<file path="config.mk">
export PLATFORM = sky130hd
export DESIGN_NAME = hfd_conditioning
export DESIGN_NICKNAME = d
export VERILOG_FILES = /design/src/hfd_pkg.sv /design/src/hfd_conditioning.sv /design/src/hfd_lowpass.sv /design/src/hfd_memcheck.sv
export SDC_FILE = /design/constraint.sdc
export NUM_CORES = 1
export LEC_CHECK = 0
export BUFFER_PORTS_ARGS = -buffer_cell sky130_fd_sc_hd__clkbuf_2
export CORE_ASPECT_RATIO = 0.8
export CORE_MARGIN = 5
export CORE_UTILIZATION = 34
export CTS_BUF_LIST = sky130_fd_sc_hd__clkbuf_4
export DETAILED_ROUTE_END_ITERATION = 16
export PLACE_DENSITY = 0.6
export SLEW_MARGIN = 30
export SYNTH_ARGS = -nofsm -noshare
export SYNTH_HDL_FRONTEND = slang
export SYNTH_SLANG_ARGS = --single-unit
</file>
<file path="constraint.sdc">
create_clock -name i_core_clk -period 12.65 [get_ports i_core_clk]
set_clock_uncertainty 0.2 [all_clocks]
set_input_delay 2.53 -clock i_core_clk [delete_from_list [all_inputs] [get_ports i_core_clk]]
set_output_delay 2.53 -clock i_core_clk [all_outputs]
set_load 0.02 [all_outputs]
</file>
<file path="src/hfd_pkg.sv">
// Package: register map, field widths, reset values and timing constants for the
// field conditioning chain. Assumes a 100 MHz core clock.
package hfd_pkg;
   // Register indices on the plain register port
   localparam logic [3:0] ADDR_SPAN = 4'h0;
   localparam logic [3:0] ADDR_GAIN = 4'h1;
   localparam logic [3:0] ADDR_OFFSET = 4'h2;
   localparam logic [3:0] ADDR_BW = 4'h3;
   localparam logic [3:0] ADDR_LIMIT = 4'h4;
   localparam logic [3:0] ADDR_STATUS = 4'h5;
   localparam logic [3:0] ADDR_RESULT = 4'h6;
   localparam logic [3:0] ADDR_MEM = 4'h7;
   // Field positions inside the limit register
   localparam int LIMIT_LO_POS = 0;
   localparam int LIMIT_HI_POS = 8;
   // Values after reset: mid span, unity gain, zero offset, filter off, clamps off
   localparam logic [1:0] SPAN_RESET = 2'h1;
   localparam logic [14:0] GAIN_RESET = 15'h5000;
   localparam logic [14:0] OFFSET_RESET = 15'h4000;
   localparam logic [2:0] BW_RESET = 3'h7;
   localparam logic [5:0] LO_RESET = 6'h00;
   localparam logic [5:0] HI_RESET = 6'h3F;
   // Span codes
   localparam logic [1:0] SPAN_LOW = 2'h3;
   localparam logic [1:0] SPAN_MID = 2'h1;
   localparam logic [1:0] SPAN_UNUSED = 2'h2;
   localparam logic [1:0] SPAN_HIGH = 2'h0;
   localparam logic [2:0] BW_OFF = 3'h7;
   localparam logic [14:0] CODE_BIAS = 15'h4000;
   localparam int GAIN_FRAC = 12;
   localparam logic [5:0] LIMIT_STEP_SHIFT = 6'hA;
   localparam logic [5:0] HI_OFF = 6'h3F;
   localparam logic [5:0] LO_OFF = 6'h00;
   // Status nibble bit positions
   localparam int ST_OVERVOLT = 0;
   localparam int ST_MEM_FIXED = 1;
   localparam int ST_MEM_FATAL = 2;
   localparam int ST_CLAMPED = 3;
   // Sample rate after the filter
   localparam int CLK_HZ = 100_000_000;
   localparam int SAMPLE_HZ = 16_000;
   localparam int SAMPLE_CYCLES = CLK_HZ / SAMPLE_HZ;
   // Nominal cutoff in Hz per bandwidth code 0..6; the filter shifts do not use this table
   localparam int CUTOFF_HZ [7] = '{80, 240, 440, 640, 860, 1100, 1390};
endpackage : hfd_pkg
</file>
<file path="src/hfd_conditioning.sv">
// Digital conditioning chain of the Hall field sensor: span select, filter, gain,
// offset, clamping and self diagnostics. Assumes converter samples arrive
// synchronous to the core clock and the programmer loads sane settings.
// Functional notes
// - Span codes 3, 1, 0 select 50, 100, 200 mT converter spans.
// - Span code 2 drives the converter like code 1, but the span register reads back 2.
// - Every span is symmetric around zero field.
// - Gain is multiplier code minus 16384 over 4096, signed.
// - Offset is offset code minus 16384 in output LSB steps.
// - Bandwidth code picks one of five filter shifts; code 7 bypasses.
// - Codes 0..6 map to shifts 7, 6, 5, 4, 4, 3, 3; codes 3/4 and 5/6 match.
// - Filter has unity gain at DC for every setting.
// - Filter delivers samples downstream at 16 kHz.
// - Lower clamp is code times 1024; code zero disables it.
// - Upper clamp is code plus one times 1024 minus one; 63 disables.
// - Out-of-range results are limited to the active clamp value.
// - Diagnostic errors are reported in a four-bit status nibble.
// - Overvoltage sets its status bit and turns the output off.
// - One bad line is corrected; a second bad line is detected.
// - Uncorrectable memory error turns the output off permanently.
// - Order is filter, gain, offset, then limiting.
// - Result is limited to 16 bits before output.
`timescale 1ns/1ns
module hfd_conditioning #(
   parameter int ADC_W = 16,
   parameter int SAMPLE_DIV = hfd_pkg::SAMPLE_CYCLES,
   parameter int LINE_W = 4
) (
   input wire logic i_core_clk,
   input wire logic i_rst_b,
   input wire logic [3:0] i_addr,
   input wire logic [31:0] i_wdata,
   input wire logic i_wr,
   input wire logic i_rd,
   output logic [31:0] o_rdata,
   input wire logic signed [ADC_W-1:0] i_adc_sample,
   input wire logic i_overvolt,
   input wire logic i_par_err,
   input wire logic [LINE_W-1:0] i_par_line,
   output logic [1:0] o_adc_span,
   output logic o_result_valid,
   output logic [15:0] o_result,
   output logic [3:0] o_status,
   output logic o_drive_oe
);
   initial begin
      if (ADC_W < 8 || ADC_W > 20) $error("hfd_conditioning ADC width unsupported");
      if (SAMPLE_DIV < 2) $error("hfd_conditioning sample divider too small");
      // The divider counter is 16 bits wide
      if (SAMPLE_DIV > 65536) $error("hfd_conditioning sample divider too large");
      if (LINE_W < 1) $error("hfd_conditioning line width too small");
   end

   typedef enum logic [3:0] {
      ST_IDLE = 4'h1,
      ST_GAIN = 4'h2,
      ST_OFFS = 4'h4,
      ST_LIMIT = 4'h8
   } hfd_state_t;

   // Control registers
   logic [1:0] span_reg;
   logic [14:0] gain_reg;
   logic [14:0] offset_reg;
   logic [2:0] bw_reg;
   logic [5:0] lo_reg;
   logic [5:0] hi_reg;

   // One process per register; writes to other indices leave it alone
   always_ff @(posedge i_core_clk) begin
      if (!i_rst_b) begin
         span_reg <= hfd_pkg::SPAN_RESET;
      end else if (i_wr && i_addr == hfd_pkg::ADDR_SPAN) begin
         span_reg <= i_wdata[1:0];
      end
   end

   always_ff @(posedge i_core_clk) begin
      if (!i_rst_b) begin
         gain_reg <= hfd_pkg::GAIN_RESET;
      end else if (i_wr && i_addr == hfd_pkg::ADDR_GAIN) begin
         gain_reg <= i_wdata[14:0];
      end
   end

   always_ff @(posedge i_core_clk) begin
      if (!i_rst_b) begin
         offset_reg <= hfd_pkg::OFFSET_RESET;
      end else if (i_wr && i_addr == hfd_pkg::ADDR_OFFSET) begin
         offset_reg <= i_wdata[14:0];
      end
   end

   always_ff @(posedge i_core_clk) begin
      if (!i_rst_b) begin
         bw_reg <= hfd_pkg::BW_RESET;
      end else if (i_wr && i_addr == hfd_pkg::ADDR_BW) begin
         bw_reg <= i_wdata[2:0];
      end
   end

   // Both clamp codes share one index so they change together
   always_ff @(posedge i_core_clk) begin
      if (!i_rst_b) begin
         lo_reg <= hfd_pkg::LO_RESET;
      end else if (i_wr && i_addr == hfd_pkg::ADDR_LIMIT) begin
         lo_reg <= i_wdata[hfd_pkg::LIMIT_LO_POS +: 6];
      end
   end

   always_ff @(posedge i_core_clk) begin
      if (!i_rst_b) begin
         hi_reg <= hfd_pkg::HI_RESET;
      end else if (i_wr && i_addr == hfd_pkg::ADDR_LIMIT) begin
         hi_reg <= i_wdata[hfd_pkg::LIMIT_HI_POS +: 6];
      end
   end

   // Unused code 2 folds to mid span so the converter never sees it
   function automatic logic [1:0] span_map(input logic [1:0] code);
      span_map = (code == hfd_pkg::SPAN_UNUSED) ? hfd_pkg::SPAN_MID : code;
   endfunction : span_map

   // Span output drives the converter; each code is a symmetric +/- range
   always_ff @(posedge i_core_clk) begin
      if (!i_rst_b) begin
         o_adc_span <= hfd_pkg::SPAN_MID;
      end else begin
         o_adc_span <= span_map(span_reg);
      end
   end

   // Sample rate divider
   logic [15:0] div_reg;
   logic strobe_reg;
   always_ff @(posedge i_core_clk) begin
      if (!i_rst_b) begin
         div_reg <= '0;
      end else if (div_reg == 16'(SAMPLE_DIV - 1)) begin
         div_reg <= '0;
      end else begin
         div_reg <= div_reg + 16'h0001;
      end
   end

   // Strobe rises the cycle after the count reaches its end
   always_ff @(posedge i_core_clk) begin
      if (!i_rst_b) begin
         strobe_reg <= 1'b0;
      end else begin
         strobe_reg <= (div_reg == 16'(SAMPLE_DIV - 1));
      end
   end

   logic signed [ADC_W-1:0] filt;
   hfd_lowpass #(.W(ADC_W)) u_lowpass (
      .i_core_clk(i_core_clk),
      .i_rst_b(i_rst_b),
      .i_strobe(strobe_reg),
      .i_bw(bw_reg),
      .i_sample(i_adc_sample),
      .o_sample(filt)
   );

   // Filter output settles two cycles after the strobe
   logic strobe_d_reg;
   always_ff @(posedge i_core_clk) begin
      if (!i_rst_b) begin
         strobe_d_reg <= 1'b0;
      end else begin
         strobe_d_reg <= strobe_reg;
      end
   end

   // Saturate instead of wrapping, so a large product cannot fold back into range
   function automatic logic [15:0] sat16(input logic signed [40:0] v);
      if (v < 0) begin
         sat16 = 16'h0000;
      end else if (v > 41'sd65535) begin
         sat16 = 16'hFFFF;
      end else begin
         sat16 = v[15:0];
      end
   endfunction : sat16

   // Pipeline: multiply, add offset, clamp; one stage per state
   hfd_state_t state_reg;
   logic signed [40:0] prod_reg;
   logic [15:0] sum_reg;
   logic signed [15:0] gain_s;
   logic signed [15:0] offs_s;
   logic signed [40:0] offs_sum;
   logic [15:0] lo_val;
   logic [15:0] hi_val;
   logic [15:0] limited;
   logic hit_clamp;

   assign gain_s = signed'({1'b0, gain_reg}) - signed'({1'b0, hfd_pkg::CODE_BIAS});
   assign offs_s = signed'({1'b0, offset_reg}) - signed'({1'b0, hfd_pkg::CODE_BIAS});
   assign offs_sum = prod_reg + 41'(offs_s);
   assign lo_val = 16'({10'h000, lo_reg} << hfd_pkg::LIMIT_STEP_SHIFT);
   assign hi_val = 16'(({10'h000, hi_reg} + 16'h0001) << hfd_pkg::LIMIT_STEP_SHIFT)
      - 16'h0001;

   // Lower clamp wins; with legal settings both can never apply at once
   always_comb begin
      limited = sum_reg;
      hit_clamp = 1'b0;
      if (lo_reg != hfd_pkg::LO_OFF && sum_reg < lo_val) begin
         limited = lo_val;
         hit_clamp = 1'b1;
      end else if (hi_reg != hfd_pkg::HI_OFF && sum_reg > hi_val) begin
         limited = hi_val;
         hit_clamp = 1'b1;
      end
   end

   always_ff @(posedge i_core_clk) begin
      if (!i_rst_b) begin
         state_reg <= ST_IDLE;
      end else begin
         case (state_reg)
            ST_IDLE: begin
               if (strobe_d_reg) begin
                  state_reg <= ST_GAIN;
               end
            end
            ST_GAIN: state_reg <= ST_OFFS;
            ST_OFFS: state_reg <= ST_LIMIT;
            ST_LIMIT: state_reg <= ST_IDLE;
            default: state_reg <= ST_IDLE;
         endcase
      end
   end

   // Product scaled down by the 1/4096 gain step
   always_ff @(posedge i_core_clk) begin
      if (!i_rst_b) begin
         prod_reg <= '0;
      end else if (state_reg == ST_GAIN) begin
         prod_reg <= (41'(filt) * 41'(gain_s)) >>> hfd_pkg::GAIN_FRAC;
      end
   end

   always_ff @(posedge i_core_clk) begin
      if (!i_rst_b) begin
         sum_reg <= '0;
      end else if (state_reg == ST_OFFS) begin
         sum_reg <= sat16(offs_sum);
      end
   end

   logic clamped_reg;
   always_ff @(posedge i_core_clk) begin
      if (!i_rst_b) begin
         o_result_valid <= 1'b0;
      end else begin
         o_result_valid <= (state_reg == ST_LIMIT);
      end
   end

   // Result holds between pulses so a slow reader still sees it
   always_ff @(posedge i_core_clk) begin
      if (!i_rst_b) begin
         o_result <= '0;
      end else if (state_reg == ST_LIMIT) begin
         o_result <= limited;
      end
   end

   always_ff @(posedge i_core_clk) begin
      if (!i_rst_b) begin
         clamped_reg <= 1'b0;
      end else if (state_reg == ST_LIMIT) begin
         clamped_reg <= hit_clamp;
      end
   end

   // Diagnostics
   logic mem_fixed;
   logic mem_fatal;
   hfd_memcheck #(.LW(LINE_W)) u_memcheck (
      .i_core_clk(i_core_clk),
      .i_rst_b(i_rst_b),
      .i_par_err(i_par_err),
      .i_par_line(i_par_line),
      .o_fixed(mem_fixed),
      .o_fatal(mem_fatal)
   );

   // Overvoltage follows the input; it is not sticky
   always_ff @(posedge i_core_clk) begin
      if (!i_rst_b) begin
         o_status[hfd_pkg::ST_OVERVOLT] <= 1'b0;
      end else begin
         o_status[hfd_pkg::ST_OVERVOLT] <= i_overvolt;
      end
   end

   always_ff @(posedge i_core_clk) begin
      if (!i_rst_b) begin
         o_status[hfd_pkg::ST_MEM_FIXED] <= 1'b0;
         o_status[hfd_pkg::ST_MEM_FATAL] <= 1'b0;
         o_status[hfd_pkg::ST_CLAMPED] <= 1'b0;
      end else begin
         o_status[hfd_pkg::ST_MEM_FIXED] <= mem_fixed;
         o_status[hfd_pkg::ST_MEM_FATAL] <= mem_fatal;
         o_status[hfd_pkg::ST_CLAMPED] <= clamped_reg;
      end
   end

   // Output stage enable: released only when neither fault is present.
   // Fatal memory error is latched, so the stage stays off until reset.
   always_ff @(posedge i_core_clk) begin
      if (!i_rst_b) begin
         o_drive_oe <= 1'b0;
      end else begin
         o_drive_oe <= !i_overvolt && !mem_fatal;
      end
   end

   // Register read port, data one cycle after the strobe
   always_ff @(posedge i_core_clk) begin
      if (!i_rst_b) begin
         o_rdata <= '0;
      end else if (i_rd) begin
         case (i_addr)
            hfd_pkg::ADDR_SPAN: o_rdata <= {30'h0, span_reg};
            hfd_pkg::ADDR_GAIN: o_rdata <= {17'h0, gain_reg};
            hfd_pkg::ADDR_OFFSET: o_rdata <= {17'h0, offset_reg};
            hfd_pkg::ADDR_BW: o_rdata <= {29'h0, bw_reg};
            hfd_pkg::ADDR_LIMIT: o_rdata <= {18'h0, hi_reg, 2'h0, lo_reg};
            hfd_pkg::ADDR_STATUS: o_rdata <= {28'h0, o_status};
            hfd_pkg::ADDR_RESULT: o_rdata <= {16'h0, o_result};
            hfd_pkg::ADDR_MEM: o_rdata <= {30'h0, mem_fatal, mem_fixed};
            default: o_rdata <= 32'h0;
         endcase
      end else begin
         o_rdata <= 32'h0;
      end
   end
endmodule : hfd_conditioning

</file>
<file path="src/hfd_lowpass.sv">
// First-order low-pass filter with selectable coefficient.
// Assumes one input sample per strobe; output updates two cycles after the strobe.
`timescale 1ns/1ns
module hfd_lowpass #(
   parameter int W = 16
) (
   input wire logic i_core_clk,
   input wire logic i_rst_b,
   input wire logic i_strobe,
   input wire logic [2:0] i_bw,
   input wire logic signed [W-1:0] i_sample,
   output logic signed [W-1:0] o_sample
);
   initial begin
      if (W < 4) $error("hfd_lowpass width too small");
   end
   // Shift k gives alpha = 2^-k; larger shift is a lower cutoff
   function automatic logic [3:0] bw_shift(input logic [2:0] bw);
      case (bw)
         3'h0: bw_shift = 4'h7;
         3'h1: bw_shift = 4'h6;
         3'h2: bw_shift = 4'h5;
         3'h3: bw_shift = 4'h4;
         3'h4: bw_shift = 4'h4;
         3'h5: bw_shift = 4'h3;
         3'h6: bw_shift = 4'h3;
         default: bw_shift = 4'h0;
      endcase
   endfunction : bw_shift
   // Accumulator keeps fraction bits so DC gain is exactly one
   logic signed [W+7:0] acc_reg;
   logic signed [W+7:0] in_ext;
   logic signed [W+7:0] diff;
   logic signed [W+7:0] step;
   assign in_ext = {i_sample, 8'h00};
   assign diff = in_ext - acc_reg;
   // Plain truncation would park the output one LSB low after a rising step
   always_comb begin
      step = diff >>> bw_shift(i_bw);
      if (step == '0 && diff > 0) begin
         step = (W+8)'(1);
      end
   end
   always_ff @(posedge i_core_clk) begin
      if (!i_rst_b) begin
         acc_reg <= '0;
      end else if (i_strobe) begin
         if (i_bw == hfd_pkg::BW_OFF) begin
            acc_reg <= in_ext;
         end else begin
            acc_reg <= acc_reg + step;
         end
      end
   end
   always_ff @(posedge i_core_clk) begin
      if (!i_rst_b) begin
         o_sample <= '0;
      end else begin
         o_sample <= acc_reg[W+7:8];
      end
   end
endmodule : hfd_lowpass

</file>
<file path="src/hfd_memcheck.sv">
// Memory parity monitor: latches single and uncorrectable error indications.
// Assumes the memory row checker pulses an error per line with its line number.
`timescale 1ns/1ns
module hfd_memcheck #(
   parameter int LW = 4
) (
   input wire logic i_core_clk,
   input wire logic i_rst_b,
   input wire logic i_par_err,
   input wire logic [LW-1:0] i_par_line,
   output logic o_fixed,
   output logic o_fatal
);
   initial begin
      if (LW < 1) $error("hfd_memcheck line width too small");
   end
   logic [LW-1:0] line_reg;
   // Fatal is permanent until reset; nothing in software can clear it
   always_ff @(posedge i_core_clk) begin
      if (!i_rst_b) begin
         o_fixed <= 1'b0;
         o_fatal <= 1'b0;
         line_reg <= '0;
      end else if (i_par_err) begin
         if (!o_fixed) begin
            o_fixed <= 1'b1;
            line_reg <= i_par_line;
         end else if (i_par_line != line_reg) begin
            o_fatal <= 1'b1;
         end
      end
   end
endmodule : hfd_memcheck

</file>
==> impl_metrics.env <==
export IMPL_synthTopCellsByCount="nand2_1, inv_1, fa_1"
export IMPL_syn_inst=2545
export IMPL_via_per_inst=5.07
export IMPL_drt_total_wl_mm=56.8
export IMPL_tritoncts_num_buffers=17
export IMPL_ff_latch_count_synth=192
export IMPL_powerDensity_nw_per_um2=50.3
export IMPL_io_buffer_count=84
export IMPL_cts_root_to_sink_buffers=2
export IMPL_setup_violations=0
export IMPL_grt_antenna_before_repair=2
export IMPL_tritoncts="done"
export IMPL_outcome="completed"
export IMPL_final_net_count=3036
export IMPL_rsz0062_at_grt="false"
export IMPL_wp_data_arrival_ns=9.18
export IMPL_core_area_um2=62900
export IMPL_synth_async_reset_ratio_pct=0
export IMPL_synth_largest_area_cell="fa_1"
export IMPL_cp_slowest_stage_delay_ns=0.53
export IMPL_combined_area_of_the_multi_input_logic_cells_um2=16100
export IMPL_irDropWorstVdd_v=0.0000638
export IMPL_final_setup_tns_ns=0
export IMPL_die_width_um=292
export IMPL_slew_headroom_pct=32.2
export IMPL_start_util_pct=34.5
export IMPL_route_detailed_wl_per_inst_um=16.7
export IMPL_grt_use_total_pct=16.5
export IMPL_timing_critical_path_slowest_stage_cell="or4_4"
export IMPL_critical_path_endpoint_type="flop"
export IMPL_synth_area_um2=21700
export IMPL_post_place_cells=3379
export IMPL_drc=0
export IMPL_worst_pin_slew_ns=0.992
export IMPL_largest_reg_flops=24
export IMPL_synthToLayoutAreaGrowth_pct=7.35
export IMPL_yosys_area_top_type_share_pct=24.4
export IMPL_final_cell_count_no_fill=3412
export IMPL_final_max_slew_violation_count=0
export IMPL_grt_pass1_vias=16764
export IMPL_post_route_cells_drive_above_1_share_pct=8.21
export IMPL_drt_pass1_iterations=6
export IMPL_dieArea_um2=69000
export IMPL_post_cts_buffers=0
export IMPL_pin_count_of_the_biggest_net_entering_global_routing=89
export IMPL_number_of_flops_mapped_to_enable_cells_by_yosys=0
export IMPL_top_achievable_clock_speed_mhz=113
export IMPL_grt_pass1_wl_mm=93.0
export IMPL_post_synth_main_area_contributors="fa_1, dfxtp_1, ha_1, nand2_1, inv_1"
export IMPL_post_cts_hold_buffer_count=0
export IMPL_hold_path_class="flop to flop"
export IMPL_timing_final_crit_period_ns=8.84
export IMPL_clock_insertion_delay_worst_skew_ns=0.65
export IMPL_power_static_leakage_uw=0.0104
export IMPL_vias=17312
export IMPL_clkSinkCount=192
export IMPL_final_seq_area_um2=3840
export IMPL_cts_repair_resize_count=0
export IMPL_postSynthAreaPerCell_um2=8.52
export IMPL_setup_worst_path_start_class="input port"
export IMPL_grt_remaining_overflow=0
export IMPL_clock_transition_at_the_register_clock_pins_on_the_worst_setup_and_hold_paths_after_cts_ns=0.20
export IMPL_synth_most_common_cell="nand2_1"
export IMPL_layout_filler_cells=6483
export IMPL_final_core_utilization_pct=37.0
export IMPL_final_min_period_over_clock_period_pct=69.9
export IMPL_place_hpwl_mm=45.0
export IMPL_post_synth_num_cell_types=83
export IMPL_gp_congestion=0.879
export IMPL_worstPathRequired_ns=12.99
export IMPL_cts_root_buf="clkbuf_4"
export IMPL_path_class="input port to flop"
export IMPL_final_antenna_net_count=0
export IMPL_initialDrtViolationCount=1291
export IMPL_drv_max_cap_violation_count=0
export IMPL_ys_warn_count=0
export IMPL_floorplan_die_height_um=236
export IMPL_ys_flop_type="dfxtp_1"
export IMPL_yosysSeqAreaShare_pct=17.7
export IMPL_cts_htree_levels=4
export IMPL_critPathMaxFanout=7
export IMPL_placementRows=82
export IMPL_timing_final_hold_violations=0
export IMPL_ios=118
-- power breakdown --
| group | leakage [uW] | total (uW) | switching [uW] | internal, uW |
|---|---|---|---|---|
| combinational | 0.00863 | 194 | 121 | 72.7 |
| sequential | 0.00155 | 618 | 6.72 | 611 |
| clock | 0.000172 | 360 | 262 | 98.8 |
| total | 0.0104 | 1170 | 389 | 782 |
-- path summary, 6_finish.rpt --
kind,startpoint,end,slack (ns),cells after the start
worst max register to register,u_lowpass.o_sample[7],prod_reg[19],4.36,24
worst min-delay path,prod_reg[5],prod_reg[5],0.28,2
worst min register to register,prod_reg[5],prod_reg[5],0.28,2
worst max-delay path,i_adc_sample[0],u_lowpass.acc_reg[22],3.81,25
-- metrics by stage --
stage	total power, uW	cell area, um2	worst slack [ns]	hold WS, ns
2_1_floorplan	770	21700	4.15	0.204
3_3_place_gp	821	22900	3.28	0.257
3_5_place_dp	821	22900	3.21	0.263
4_1_cts	1190	23300	3.93	0.286
5_1_grt	1240	23300	3.67	0.301
6_report	1170	23300	3.81	0.283
-- layout by cell type, fill, tap and decap left out, types with 80 or more instances in the layout --
master | Yosys | routed
inv_1 | 325 | 325
and2_1 | 156 | 156
ha_1 | 152 | 152
a21oi_1 | 104 | 104
fa_1 | 264 | 264
o21ai_0 | 80 | 80
dfxtp_1 | 192 | 192
nor2_1 | 117 | 115
clkbuf_2 | 0 | 83
nand2_1 | 335 | 335
-- critical path: cells and delay by family --
family / cells / cell delay (ns)
compound gates: 16 / 4.02
mux: 1 / 0.16
simple gates: 3 / 1.17
buf+inv: 1 / 0.10
xor+xnor: 1 / 0.16
fa+ha+maj: 3 / 1.05
-- per-layer routing --
layer | vias to the layer above | wire, um | track usage, %
met3 | 58 | 3830 | 3.40
met4 | 2 | 767 | 2.61
met2 | 464 | 24500 | 25.2
li1 | 8390 | - | -
met5 | - | 17 | 0
met1 | 8398 | 27800 | 24.7
-- logic make-up after synthesis --
kind of cell             Yosys count  synth area share [%]
AND/OR/NAND/NOR                  855                  19.5
buffers and inverters            470                  8.47
AO/OA/AOI/OAI                    461                  14.4
adder cells (fa/ha/maj)          416                  33.1
flip-flops                       192                  17.7
XOR/XNOR                         103                  4.16
multiplexers                      47                  2.61
other                              1                0.0173
-- cell type report --
cell class	instances	area share, %
multi-input cells	1898	69.2
flip-flops and latches	192	16.5
inverters	326	5.26
well taps	840	4.52
repair buffers	123	3.07
clock inverters	15	0.887
clock buffers	17	0.548
diodes	1	0.0108
No activity file was read; power rests on OpenSTA's default activity.
